File: src/verilog/wake_pkg.sv
// Package for the suspend/wake-up detector: register map, modes, timing
package wake_pkg;

  // ----------------------------------------------------------------
  // Register offsets (byte addresses, one word each, except OFS_INT_MASK at 0x1 inside the first word)
  // ----------------------------------------------------------------
  localparam logic [3:0] OFS_WAKE_EN = 4'h0;
  localparam logic [3:0] OFS_EDGE_SEL = 4'h4;
  localparam logic [3:0] OFS_SR_CTRL = 4'h8;
  localparam logic [3:0] OFS_INT_STATUS = 4'hC;
  localparam logic [3:0] OFS_INT_MASK = 4'h1;
  localparam int ADDR_W = 4;

  // ----------------------------------------------------------------
  // Wake enable bit positions
  // ----------------------------------------------------------------
  localparam int WB_MAINS = 0;
  localparam int WB_BATT0 = 1;
  localparam int WB_BATT1 = 2;
  localparam int WB_BATT2 = 3;
  localparam int WB_TIMER = 4;
  localparam int WB_IRQ0 = 5;
  localparam int WB_SEL = 8;
  localparam int WB_RING = 9;
  localparam int WB_RXD = 10;
  localparam int WB_SR = 11;
  localparam int WAKE_W = 12;

  // Suspend/resume control fields
  localparam int SR_SUS_EN = 0;
  localparam int SR_RES_EN = 1;
  localparam int SR_SUS_RISE = 2;
  localparam int SR_RES_RISE = 3;
  localparam int SR_TOGGLE = 4;
  localparam int SR_TOG_RISE = 5;
  localparam int SR_LIMIT_L1 = 6;
  localparam int SR_LIMIT_L2 = 7;
  localparam logic [7:0] SR_CTRL_RST = 8'h00;

  // Interrupt status bits
  localparam int IS_WAKE = 0;
  localparam int IS_SUSP = 1;
  localparam int IS_W = 2;

  // ----------------------------------------------------------------
  // Power modes and wake sequence
  // ----------------------------------------------------------------
  typedef enum logic [2:0] {
    MODE_HYPER = 3'h0,
    MODE_HIGH = 3'h1,
    MODE_LOW = 3'h2,
    MODE_STANDBY = 3'h3,
    MODE_SUSPEND = 3'h4,
    MODE_TEMP_LOW = 3'h5
  } mode_e;

  typedef enum logic [2:0] {
    SEQ_IDLE = 3'h0,
    SEQ_RECLOCK = 3'h1,
    SEQ_PLL = 3'h2,
    SEQ_GATE = 3'h3,
    SEQ_RESUME = 3'h4
  } seq_e;

  // ----------------------------------------------------------------
  // Timing
  // ----------------------------------------------------------------
  localparam int CLK_HZ = 20000000;
  localparam int DEBOUNCE_MS = 15;
  localparam int DEBOUNCE_CYC = CLK_HZ / 1000 * DEBOUNCE_MS;

endpackage : wake_pkg

File: src/verilog/suspend_wakeup_detect.sv
// Wake-up and suspend/resume detection of the power mode unit
//
// Design decisions made here: the Avalon-MM interface to the registers and the placing of the registers.
`timescale 1ns/1ps
// Summary of operation
// Wake acted on only in Suspend
// Wake also from Temporary Low-Speed entered from Suspend
// Reclock, restart PLLs, gate clocks, then resume
// Mains-present either edge can wake
// Any battery-low either edge can wake
// Battery-low limit targets Low-Speed not High
// Suspend/resume pin disabled after reset
// Pin also feeds keyboard row input
// Pin causes suspend, resume, both or neither
// Selectable edges, plus toggle mode
// Pin debounced 15 ms before acting
// Only Suspend counts as suspended
// Suspend timer expiry can wake
// Enabled external interrupt rising edge wakes
// Multipurpose select pin falling edge wakes
// Serial ring and receive falling edges wake
// Each source gated by own enable bit; the pin resume uses SR_RES_EN not WB_SR, and all select pins share WB_SEL
// Outside sources hold levels two clocks
module suspend_wakeup_detect import wake_pkg::*; #(
  parameter int DEBOUNCE_CYCLES = DEBOUNCE_CYC,
  parameter int SEL_PINS = 15
) (
  input wire logic CLK_I,
  input wire logic RESET_N_I,
  input wire logic [ADDR_W-1:0] ADDRESS_I,
  input wire logic READ_I,
  input wire logic WRITE_I,
  input wire logic [31:0] WRITEDATA_I,
  output logic [31:0] READDATA_O,
  output logic WAITREQUEST_O,
  input wire logic MAINS_PRESENT_IN_I,
  input wire logic BATTERY_LOW_LEVEL0_I,
  input wire logic BATTERY_LOW_LEVEL1_I,
  input wire logic BATTERY_LOW_LEVEL2_I,
  input wire logic SUSPEND_RESUME_PIN_I,
  input wire logic [2:0] EXT_INTERRUPT_LINES_I,
  input wire logic [2:0] EXT_IRQ_READY_I,
  input wire logic [SEL_PINS-1:0] MULTIPURPOSE_SELECT_PINS_I,
  input wire logic SERIAL_RING_INDICATE_I,
  input wire logic SERIAL_RECEIVE_LINE_I,
  input wire logic SUSPEND_TIMER_EXPIRED_I,
  input wire logic [2:0] CURRENT_MODE_I,
  input wire logic TEMP_LOW_FROM_SUSPEND_I,
  input wire logic PLL_PROGRAMMED_OFF_I,
  output logic KEYBOARD_ROW_O,
  output logic CLOCK_RESTART_O,
  output logic PLL_START_O,
  output logic CLOCK_GATE_O,
  output logic RESUME_REQ_O,
  output logic [2:0] TARGET_MODE_O,
  output logic FORCE_SUSPEND_O,
  output logic IRQ_O
);

  // ----------------------------------------------------------------
  // Input synchronisers
  // ----------------------------------------------------------------
  localparam int NSYNC = 11 + SEL_PINS;
  logic [NSYNC-1:0] pins_raw;
  logic [NSYNC-1:0] sync1_ff;
  logic [NSYNC-1:0] sync2_ff;
  logic [NSYNC-1:0] prev_ff;
  logic [NSYNC-1:0] rise;
  logic [NSYNC-1:0] fall;

  assign pins_raw = {MULTIPURPOSE_SELECT_PINS_I, SUSPEND_TIMER_EXPIRED_I,
                     SERIAL_RECEIVE_LINE_I, SERIAL_RING_INDICATE_I,
                     EXT_INTERRUPT_LINES_I, SUSPEND_RESUME_PIN_I,
                     BATTERY_LOW_LEVEL2_I, BATTERY_LOW_LEVEL1_I,
                     BATTERY_LOW_LEVEL0_I, MAINS_PRESENT_IN_I};

  // The unit clock is always on, so detection works with main clocks off
  always_ff @(posedge CLK_I or negedge RESET_N_I) begin
    if (!RESET_N_I) begin
      sync1_ff <= '0;
      sync2_ff <= '0;
      prev_ff <= '0;
    end else begin
      sync1_ff <= pins_raw;
      sync2_ff <= sync1_ff;
      prev_ff <= sync2_ff;
    end
  end

  assign rise = sync2_ff & ~prev_ff;
  assign fall = ~sync2_ff & prev_ff;

  // ----------------------------------------------------------------
  // Registers
  // ----------------------------------------------------------------
  logic [WAKE_W-1:0] wake_en_ff;
  logic [3:0] edge_rise_ff;
  logic [3:0] edge_fall_ff;
  logic [7:0] sr_ctrl_ff;
  logic [IS_W-1:0] int_status_ff;
  logic [IS_W-1:0] int_mask_ff;
  logic [31:0] readdata_ff;
  logic wait_ff;
  logic wr_hit;
  logic rd_hit;
  logic [IS_W-1:0] ev_set;

  assign wr_hit = WRITE_I && !wait_ff;
  assign rd_hit = READ_I && wait_ff;

  always_ff @(posedge CLK_I or negedge RESET_N_I) begin
    if (!RESET_N_I) begin
      wait_ff <= 1'b1;
    end else if ((READ_I || WRITE_I) && wait_ff) begin
      wait_ff <= 1'b0;
    end else begin
      wait_ff <= 1'b1;
    end
  end

  always_ff @(posedge CLK_I or negedge RESET_N_I) begin
    if (!RESET_N_I) begin
      wake_en_ff <= '0;
      edge_rise_ff <= '0;
      edge_fall_ff <= '0;
      sr_ctrl_ff <= SR_CTRL_RST;
      int_mask_ff <= '0;
    end else if (wr_hit) begin
      case (ADDRESS_I)
        OFS_WAKE_EN: wake_en_ff <= WRITEDATA_I[WAKE_W-1:0];
        OFS_EDGE_SEL: begin
          edge_rise_ff <= WRITEDATA_I[3:0];
          edge_fall_ff <= WRITEDATA_I[11:8];
        end
        OFS_SR_CTRL: sr_ctrl_ff <= WRITEDATA_I[7:0];
        OFS_INT_MASK: int_mask_ff <= WRITEDATA_I[IS_W-1:0];
        default: ;
      endcase
    end
  end

  // Set wins over write-one-to-clear
  always_ff @(posedge CLK_I or negedge RESET_N_I) begin
    if (!RESET_N_I) begin
      int_status_ff <= '0;
    end else begin
      int_status_ff <= (int_status_ff &
                        ~((wr_hit && ADDRESS_I == OFS_INT_STATUS) ?
                          WRITEDATA_I[IS_W-1:0] : '0)) | ev_set;
    end
  end

  always_ff @(posedge CLK_I or negedge RESET_N_I) begin
    if (!RESET_N_I) begin
      readdata_ff <= '0;
    end else if (rd_hit) begin
      case (ADDRESS_I)
        OFS_WAKE_EN: readdata_ff <= {20'h00000, wake_en_ff};
        OFS_EDGE_SEL: readdata_ff <= {20'h00000, edge_fall_ff, 4'h0, edge_rise_ff};
        OFS_SR_CTRL: readdata_ff <= {24'h000000, sr_ctrl_ff};
        OFS_INT_STATUS: readdata_ff <= {30'h0, int_status_ff};
        OFS_INT_MASK: readdata_ff <= {30'h0, int_mask_ff};
        default: readdata_ff <= 32'h00000000;
      endcase
    end
  end

  // ----------------------------------------------------------------
  // Suspend/resume pin debounce
  // ----------------------------------------------------------------
  localparam int DB_W = $clog2(DEBOUNCE_CYCLES + 1);
  logic [DB_W-1:0] db_cnt_ff;
  logic db_level_ff;
  logic db_rise;
  logic db_fall;
  logic sr_raw;

  assign sr_raw = sync2_ff[4];

  // Level must hold steady a full 15 ms before it is accepted
  always_ff @(posedge CLK_I or negedge RESET_N_I) begin
    if (!RESET_N_I) begin
      db_cnt_ff <= '0;
      db_level_ff <= 1'b0;
    end else if (sr_raw == db_level_ff) begin
      db_cnt_ff <= '0;
    end else if (db_cnt_ff == DB_W'(DEBOUNCE_CYCLES - 1)) begin
      db_cnt_ff <= '0;
      db_level_ff <= sr_raw;
    end else begin
      db_cnt_ff <= db_cnt_ff + 1'b1;
    end
  end

  assign db_rise = (sr_raw != db_level_ff) && !db_level_ff &&
                   db_cnt_ff == DB_W'(DEBOUNCE_CYCLES - 1);
  assign db_fall = (sr_raw != db_level_ff) && db_level_ff &&
                   db_cnt_ff == DB_W'(DEBOUNCE_CYCLES - 1);

  // ----------------------------------------------------------------
  // Mode classification and wake events
  // ----------------------------------------------------------------
  logic suspended;
  logic wake_window;
  logic [3:0] power_edge;
  logic src_wake;
  logic sr_sus_ev;
  logic sr_res_ev;
  logic tog_edge;

  assign suspended = CURRENT_MODE_I == MODE_SUSPEND;
  assign wake_window = suspended ||
                       (CURRENT_MODE_I == MODE_TEMP_LOW && TEMP_LOW_FROM_SUSPEND_I);

  assign power_edge = (rise[3:0] & edge_rise_ff) | (fall[3:0] & edge_fall_ff);
  assign src_wake = |(power_edge & wake_en_ff[3:0]) |
                    (wake_en_ff[WB_TIMER] && rise[10]) |
                    |(rise[7:5] & EXT_IRQ_READY_I & wake_en_ff[7:5]) |
                    (wake_en_ff[WB_SEL] && |fall[NSYNC-1:11]) |
                    (wake_en_ff[WB_RING] && fall[8]) |
                    (wake_en_ff[WB_RXD] && fall[9]);

  assign tog_edge = sr_ctrl_ff[SR_TOG_RISE] ? db_rise : db_fall;
  // Toggle takes precedence over the separate edge settings
  assign sr_sus_ev = sr_ctrl_ff[SR_SUS_EN] && !wake_window &&
                     (sr_ctrl_ff[SR_TOGGLE] ? tog_edge :
                      (sr_ctrl_ff[SR_SUS_RISE] ? db_rise : db_fall));
  assign sr_res_ev = sr_ctrl_ff[SR_RES_EN] &&
                     (sr_ctrl_ff[SR_TOGGLE] ? tog_edge :
                      (sr_ctrl_ff[SR_RES_RISE] ? db_rise : db_fall));

  // ----------------------------------------------------------------
  // Wake sequence
  // ----------------------------------------------------------------
  seq_e seq_ff;
  logic wake_go;
  logic [2:0] target_ff;
  logic restart_ff;
  logic pll_ff;
  logic gate_ff;
  logic resume_ff;
  logic force_sus_ff;
  logic kb_row_ff;

  assign wake_go = wake_window && (src_wake || sr_res_ev) && seq_ff == SEQ_IDLE;
  assign ev_set = {sr_sus_ev, wake_go};

  always_ff @(posedge CLK_I or negedge RESET_N_I) begin
    if (!RESET_N_I) begin
      seq_ff <= SEQ_IDLE;
    end else begin
      case (seq_ff)
        SEQ_IDLE: if (wake_go) seq_ff <= SEQ_RECLOCK;
        SEQ_RECLOCK: seq_ff <= PLL_PROGRAMMED_OFF_I ? SEQ_PLL : SEQ_GATE;
        SEQ_PLL: seq_ff <= SEQ_GATE;
        SEQ_GATE: seq_ff <= SEQ_RESUME;
        SEQ_RESUME: seq_ff <= SEQ_IDLE;
        default: seq_ff <= SEQ_IDLE;
      endcase
    end
  end

  always_ff @(posedge CLK_I or negedge RESET_N_I) begin
    if (!RESET_N_I) begin
      restart_ff <= 1'b0;
      pll_ff <= 1'b0;
      gate_ff <= 1'b0;
      resume_ff <= 1'b0;
      force_sus_ff <= 1'b0;
      target_ff <= MODE_HIGH;
      kb_row_ff <= 1'b0;
    end else begin
      restart_ff <= wake_go;
      pll_ff <= seq_ff == SEQ_RECLOCK && PLL_PROGRAMMED_OFF_I;
      gate_ff <= seq_ff == SEQ_RECLOCK && !PLL_PROGRAMMED_OFF_I || seq_ff == SEQ_PLL;
      resume_ff <= seq_ff == SEQ_GATE;
      force_sus_ff <= sr_sus_ev;
      kb_row_ff <= sr_raw;
      if (wake_go) begin
        target_ff <= ((sr_ctrl_ff[SR_LIMIT_L1] && sync2_ff[2]) ||
                      (sr_ctrl_ff[SR_LIMIT_L2] && sync2_ff[3])) ? MODE_LOW : MODE_HIGH;
      end
    end
  end

  logic irq_ff;
  always_ff @(posedge CLK_I or negedge RESET_N_I) begin
    if (!RESET_N_I) begin
      irq_ff <= 1'b0;
    end else begin
      irq_ff <= |(int_status_ff & int_mask_ff);
    end
  end

  assign READDATA_O = readdata_ff;
  assign WAITREQUEST_O = wait_ff;
  assign KEYBOARD_ROW_O = kb_row_ff;
  assign CLOCK_RESTART_O = restart_ff;
  assign PLL_START_O = pll_ff;
  assign CLOCK_GATE_O = gate_ff;
  assign RESUME_REQ_O = resume_ff;
  assign TARGET_MODE_O = target_ff;
  assign FORCE_SUSPEND_O = force_sus_ff;
  assign IRQ_O = irq_ff;

  // ----------------------------------------------------------------
  // Assertions
  // ----------------------------------------------------------------
  a_wake_only_window: assert property (@(posedge CLK_I) disable iff (!RESET_N_I)
    wake_go |-> wake_window) else $error("wake outside suspend");
  a_temp_low_wake: assert property (@(posedge CLK_I) disable iff (!RESET_N_I)
    (seq_ff == SEQ_IDLE && CURRENT_MODE_I == MODE_TEMP_LOW && TEMP_LOW_FROM_SUSPEND_I
     && src_wake) |=> restart_ff) else $error("temp low wake lost");
  a_seq_order: assert property (@(posedge CLK_I) disable iff (!RESET_N_I)
    restart_ff |-> ##[1:3] resume_ff) else $error("resume late");
  a_gate_before_resume: assert property (@(posedge CLK_I) disable iff (!RESET_N_I)
    resume_ff |-> $past(gate_ff)) else $error("resume without gate");
  a_target_limit: assert property (@(posedge CLK_I) disable iff (!RESET_N_I)
    (wake_go && sr_ctrl_ff[SR_LIMIT_L1] && sync2_ff[2]) |=> target_ff == MODE_LOW)
    else $error("limit ignored");
  a_sr_disabled: assert property (@(posedge CLK_I) disable iff (!RESET_N_I)
    !sr_ctrl_ff[SR_SUS_EN] |=> !force_sus_ff) else $error("pin forced suspend");
  a_kb_follow: assert property (@(posedge CLK_I) disable iff (!RESET_N_I)
    kb_row_ff == $past(sync2_ff[4])) else $error("keyboard row stale");
  a_debounce_hold: assert property (@(posedge CLK_I) disable iff (!RESET_N_I)
    $changed(db_level_ff) |-> $past(sr_raw != db_level_ff, 2))
    else $error("debounce early");
  c_wake: cover property (@(posedge CLK_I) disable iff (!RESET_N_I) resume_ff);
  c_pll: cover property (@(posedge CLK_I) disable iff (!RESET_N_I) pll_ff);
  c_force: cover property (@(posedge CLK_I) disable iff (!RESET_N_I) force_sus_ff);

endmodule : suspend_wakeup_detect

File: config.mk
export PLATFORM = sky130hd
export DESIGN_NAME = suspend_wakeup_detect
export DESIGN_NICKNAME = d
export VERILOG_FILES = /design/src/verilog/wake_pkg.sv /design/src/verilog/suspend_wakeup_detect.sv
export SDC_FILE = /design/constraint.sdc
export NUM_CORES = 1
export LEC_CHECK = 0
export BUFFER_PORTS_ARGS = -buffer_cell sky130_fd_sc_hd__buf_2
export CELL_PAD_IN_SITES_DETAIL_PLACEMENT = 0
export CELL_PAD_IN_SITES_GLOBAL_PLACEMENT = 1
export CORE_MARGIN = 2
export CORE_UTILIZATION = 47
export CTS_CLUSTER_DIAMETER = 30
export DETAILED_ROUTE_END_ITERATION = 8
export PLACE_DENSITY = 0.88
export SETUP_SLACK_MARGIN = 0.2
export SLEW_MARGIN = 15
export SYNTH_ARGS = -nofsm -noshare
export SYNTH_HDL_FRONTEND = slang
export SYNTH_SLANG_ARGS = --single-unit
File: constraint.sdc
create_clock -name CLK_I -period 5.2 [get_ports CLK_I]
set_input_delay 0.52 -clock CLK_I [delete_from_list [all_inputs] [get_ports CLK_I]]
set_output_delay 0.52 -clock CLK_I [all_outputs]
set_load 0.02 [all_outputs]
# After elaboration in Yosys (flattened, before gate mapping)
# Index checks and enable logic that the tools add are counted.
[totals]
ff_bits = 176
latchBits = 0
mem_bits_rw = 0
mem_bits_ro = 0
inputBits = 74
n_memories = 0
[classes]
n_addsub = 1
n_mul = 0
n_div = 0
magnitude_cmp = 0
n_eq_ne = 13
shifts = 0
n_mux = 14
bitwise_logic = 20
reduce_logical = 42
[op_table]
columns = ["op", "count"]
rows = [
  ["12-bit case mux with 5 select lines", 1],
  ["19-bit two-way mux", 2],
  ["26-bit bitwise AND", 1],
  ["26-bit inverter", 1],
  ["1-bit logical AND", 22],
  ["19-bit by 1-bit adder with 19-bit output (second input constant)", 1],
  ["19-bit == test (second input constant)", 1],
  ["15-bit OR reduction", 1],
  ["4-bit bitwise AND", 3],
  ["3-bit case mux with 4 select lines", 1],
  ["11-bit bitwise AND", 1],
  ["11-bit inverter", 1],
  ["2-bit AND reduction", 5],
  ["4-bit == test (second input constant)", 2],
  ["1-bit two-way mux", 7],
  ["3-bit bitwise AND", 2],
  ["3-bit by 2-bit == test with 1-bit output (second input constant)", 2],
  ["3-bit == test (second input constant)", 2],
  ["1-bit logical OR", 5],
  ["1-bit bitwise OR", 5],
  ["2-bit bitwise AND", 2],
  ["4-bit by 1-bit == test with 1-bit output (second input constant)", 1],
  ["4-bit by 3-bit == test with 1-bit output (second input constant)", 1],
  ["1-bit logical NOT", 4],
  ["15 further kinds", 16],
]

# Depth between registers and ports, before layout
[depth]
word_depth = 16
mapped_depth = 8

# Worst setup path after synthesis
# OpenSTA, ideal clock, no wires.
[synth_timing]
path_type = "input -> register"
startpoint = "input ADDRESS_I[3]"
endpoint = "register wake_en_ff[0]"
setup_ps = 125
arrival_time_ps = 1882
setup_slack_ps = 3193
stages = 5
n_path_buf = 2
cell_sequence = "or3_1 > buf_6 > or3b_4 > buf_6 > mux2_4"
[synth_between]
elab_chain_len = 2
[synth_lines]
columns = ["element", "line", "rtl"]
rows = [
  ["start: declaration", "suspend_wakeup_detect.sv:30", "input wire logic [ADDR_W-1:0] ADDRESS_I,"],
  ["4-bit logical NOT", "suspend_wakeup_detect.sv:129", "case (ADDRESS_I)"],
  ["2-bit AND reduction (no line)", "--", ""],
  ["end signal: assignment", "suspend_wakeup_detect.sv:130", "OFS_WAKE_EN: wake_en_ff <= WRITEDATA_I[WAKE_W-1:0];"],
  ["end: declaration", "suspend_wakeup_detect.sv:96", "logic [WAKE_W-1:0] wake_en_ff;"],
]
# Every way passes these cells.
# A chain may end at the register's enable or synchronous reset.

# Worst setup path in the final report
[layout_timing]
startpoint = "register db_cnt_ff[0]"
endpoint = "register db_cnt_ff[16]"
[layout_between]
elab_chain_len = 3
word_cells_on_any_way = 4
[layout_lines]
columns = ["element", "line", "rtl"]
rows = [
  ["start: declaration", "suspend_wakeup_detect.sv:172", "logic [DB_W-1:0] db_cnt_ff;"],
  ["start signal: assignment", "suspend_wakeup_detect.sv:191", "db_cnt_ff <= db_cnt_ff + 1'b1;"],
  ["19-bit by 1-bit adder with 19-bit output or 19-bit == test (tied branches)", "suspend_wakeup_detect.sv:191, suspend_wakeup_detect.sv:187", ""],
  ["19-bit two-way mux (*)", "suspend_wakeup_detect.sv:187", "end else if (db_cnt_ff == DB_W'(DEBOUNCE_CYCLES - 1)) begin"],
  ["19-bit two-way mux (*)", "suspend_wakeup_detect.sv:185", "end else if (sr_raw == db_level_ff) begin"],
]
# Every way passes the cells marked *; elsewhere a longest branch is shown, timed or not.

==> metrics <==
Setup crit end kind=register; unrepaired setup endpoints after global routing=false; Worst Hold Class=primary input to register; commonest non-fill, non-tap cell in the layout=dfrtp_1; Max Transition Viols Final=0; Ports=117; I/O Buffers=75; switching power=roughly 0.76 mW; Int Power=2.082 mW; iteration count of the initial detailed-routing pass=4; Final Cycle Share=38.49%; GP Congestion=0.7747; Crit-path slowest cell=or3_1; register area share after synthesis=66.74%; clock transition at the registers of the reported paths=~0.06 ns; global-route wire length before repair=17040 um; Primary FF master, synth=dfrtp_1; initial antenna violation count=0; total track usage=17.11%; startpoint types=register; core area=12010 um2; CP arrival=2.35 ns; Fmax=about 500 MHz; H-Tree Depth=4; pin count of the biggest net entering global routing=120; worst-path fanout max=6; final hold viol count=0; detailed placement HPWL=6973 um; max_cap viols=0; Setup Total Neg Slack=0 ns; number of flops mapped to enable cells by yosys=0; CTS tree=yes; Worst Path Class, Setup=register to register; worst reg-to-reg setup slack=3.20 ns; status=finished, final reports clean; later-pin clock latency in the skew report=0.43 ns; Hold-fix buffers, CTS=0; leakage power=3.262 nW; DR vias/cell=5.048; clock buffer depth=2; Residual DRC=0; clock sinks=154; layout cells sized above 1=approximately 28%; synth-to-layout area growth=16.98%; library cells used by synthesis=46; Crit path required time=5.54 ns; n_diodes=0; CP max stage delay=~0.39 ns; Die H=around 110 um; die area=approximately 13000 um2; Die X=114.9 um; most frequent cells in the layout=dfrtp_1 (152), buf_2 (74), nand2_1 (29); Yosys warnings=0; power share of the sequential group=49.7%; Logic pwr share=between 10% and 20%; per-cell routed wire length=15.11 um; Syn Inst Count=~430; Synth async-reset ratio=100.0%; switching share of power=a little over a quarter; Tot Pwr=2.837 mW; post-layout min period=2.002 ns; fin nets=589; Congestion Overflow GR=0; Power Dens Cells=419.7 nW/um2; vias in the first global route=3505; initial core utilization=48.10%; Resize count post-CTS=0; Yosys reg bits=154; Setup Skew=0.01199 ns; Post-DRT Antenna Nets=0; clock root cell=clkbuf_16; CTS buffer count=17; Setup-failing EPs final=0; clock network fraction of total power=39.7%; Max VDD drop=0.2504 mV; Post-CTS Setup Inserts=0; initial DRC count=between 200 and 250; via count=between 3k and 4k; worst-path cell chain=ha_1 > and3_1 > and3_1 > nand4_1 > or3_1 > a21oi_1; Row Count=40; Synth Cell Area=5778 um2; syn_area_per_cell=13.56 um2; CP dominant cell by count=and3_1; Routed Wire Length=about 10000 um; Slew headroom=roughly 30%; Worst-Margin Slew=1.053 ns
==> metal layers <==
layer	GRT usage [%]	share of wire, %	vias up
met2	27.45	49	79
met5	0	0	-
met1	21.46	44	1694
met3	4.639	4.3	17
met4	8.755	2.2	0
li1	-	-	1597
==> cell usage after synthesis (2+ instances only) <==
master       n  area share [%]
o21ai_0     14             1.2
or3_1        4            0.43
dfrtp_1    152              66
inv_1       18             1.2
nand4_1      5            0.54
nor2_1      23             1.5
nand2b_1     8            0.87
and3_1       3            0.32
dfstp_2      2            0.91
mux2_2      23             4.5
and4_1       2            0.30
nor4b_1      3            0.45
clkbuf_1     3            0.19
buf_6        2            0.39
and3b_1      2            0.30
nand3_1      8            0.69
ha_1         3            0.65
o31ai_1      4            0.52
buf_4       21             2.7
o22ai_1      4            0.43
a22o_1       3            0.45
mux2_4      10             2.6
nand4b_1     8             1.2
mux2i_1     18             3.1
xor2_1       6            0.91
nor2b_1      3            0.32
xnor2_1      8             1.2
nand3b_1     6            0.78
nand2_1     29             1.9
a21oi_1      7            0.61
buf_2        3            0.26
nor3_1       5            0.43
o2111ai_1    3            0.45
==> power groups by stage <==
stage / logic, mW / clock network [mW] / registers, mW
6_report: 0.302 / 1.13 / 1.41
5_1_grt: 0.338 / 1.20 / 1.42
4_1_cts: 0.308 / 1.15 / 1.41
3_5_place_dp: 0.307 / 0 / 1.43
3_3_place_gp: 0.299 / 0 / 1.42
2_1_floorplan: 0.184 / 0 / 1.44
==> kinds of logic after synthesis <==
| family | synth area share (%) |
|---|---|
| buffers and inverters | 4.742 |
| DFF | 66.74 |
| adders and majority gates | 0.6497 |
| AOI/OAI and AO/OA | 4.721 |
| and+or+nand+nor | 10.76 |
| xor gates and xnor gates | 2.122 |
| other | 0.06490 |
| muxes | 10.20 |
==> worst max-delay path, delay by kind of cell, from the launching register on <==
family                     cells  cell delay (ns)
AOI/OAI and AO/OA              1             0.19
and+or+nand+nor                4             1.15
adders and majority gates      1             0.20
DFF                            1             0.38
==> through the flow <==
step                utilization [%]  std cells  setup WS, ns  area (um2)  hold WS (ns)
finish                        56.27        671         3.198        6759        0.1883
global route                  56.27        671         3.037        6759        0.1777
CTS                           56.27        671         3.183        6759        0.1837
detailed placement            51.78        640         2.916        6220        0.3347
global placement              51.78        640         2.913        6220        0.3327
floorplan                         -        446         3.193        5853        0.2244
==> area by class of cell <==
| type | instances | area, um2 |
|---|---|---|
| Clock buffer | 17 | 425.4 |
| Fill cell | 993 | 5253 |
| Sequential cell | 154 | 3856 |
| Multi-Input combinational cell | 245 | 1723 |
| Timing Repair Buffer | 76 | 389.1 |
| Inverter | 18 | 67.56 |
| Tap cell | 147 | 183.9 |
| Clock inverter | 14 | 113.9 |
==> state kept, by name (all words and copies together) (netlist names), 2 cells and up <==
register / cells
edge_fall_ff: 4
sync1_ff: 26
int_mask_ff: 2
wake_en_ff: 12
READDATA_O: 12
sr_ctrl_ff: 8
seq_ff: 3
edge_rise_ff: 4
prev_ff: 26
int_status_ff: 2
db_cnt_ff: 19
TARGET_MODE_O: 2
sync2_ff: 26
==> worst paths after layout <==
kind | to | cells after the start | start
max reg2reg | db_cnt_ff[16] | 6 | db_cnt_ff[0]
min reg2reg | sync2_ff[14] | 0 | sync1_ff[14]
max in group asynchronous | prev_ff[21] | 2 | RESET_N_I
max | db_cnt_ff[16] | 6 | db_cnt_ff[0]
min in group asynchronous | sync2_ff[8] | 1 | RESET_N_I
min | sync1_ff[18] | 1 | MULTIPURPOSE_SELECT_PINS_I[7]
Power figures use the tool's default switching activity.
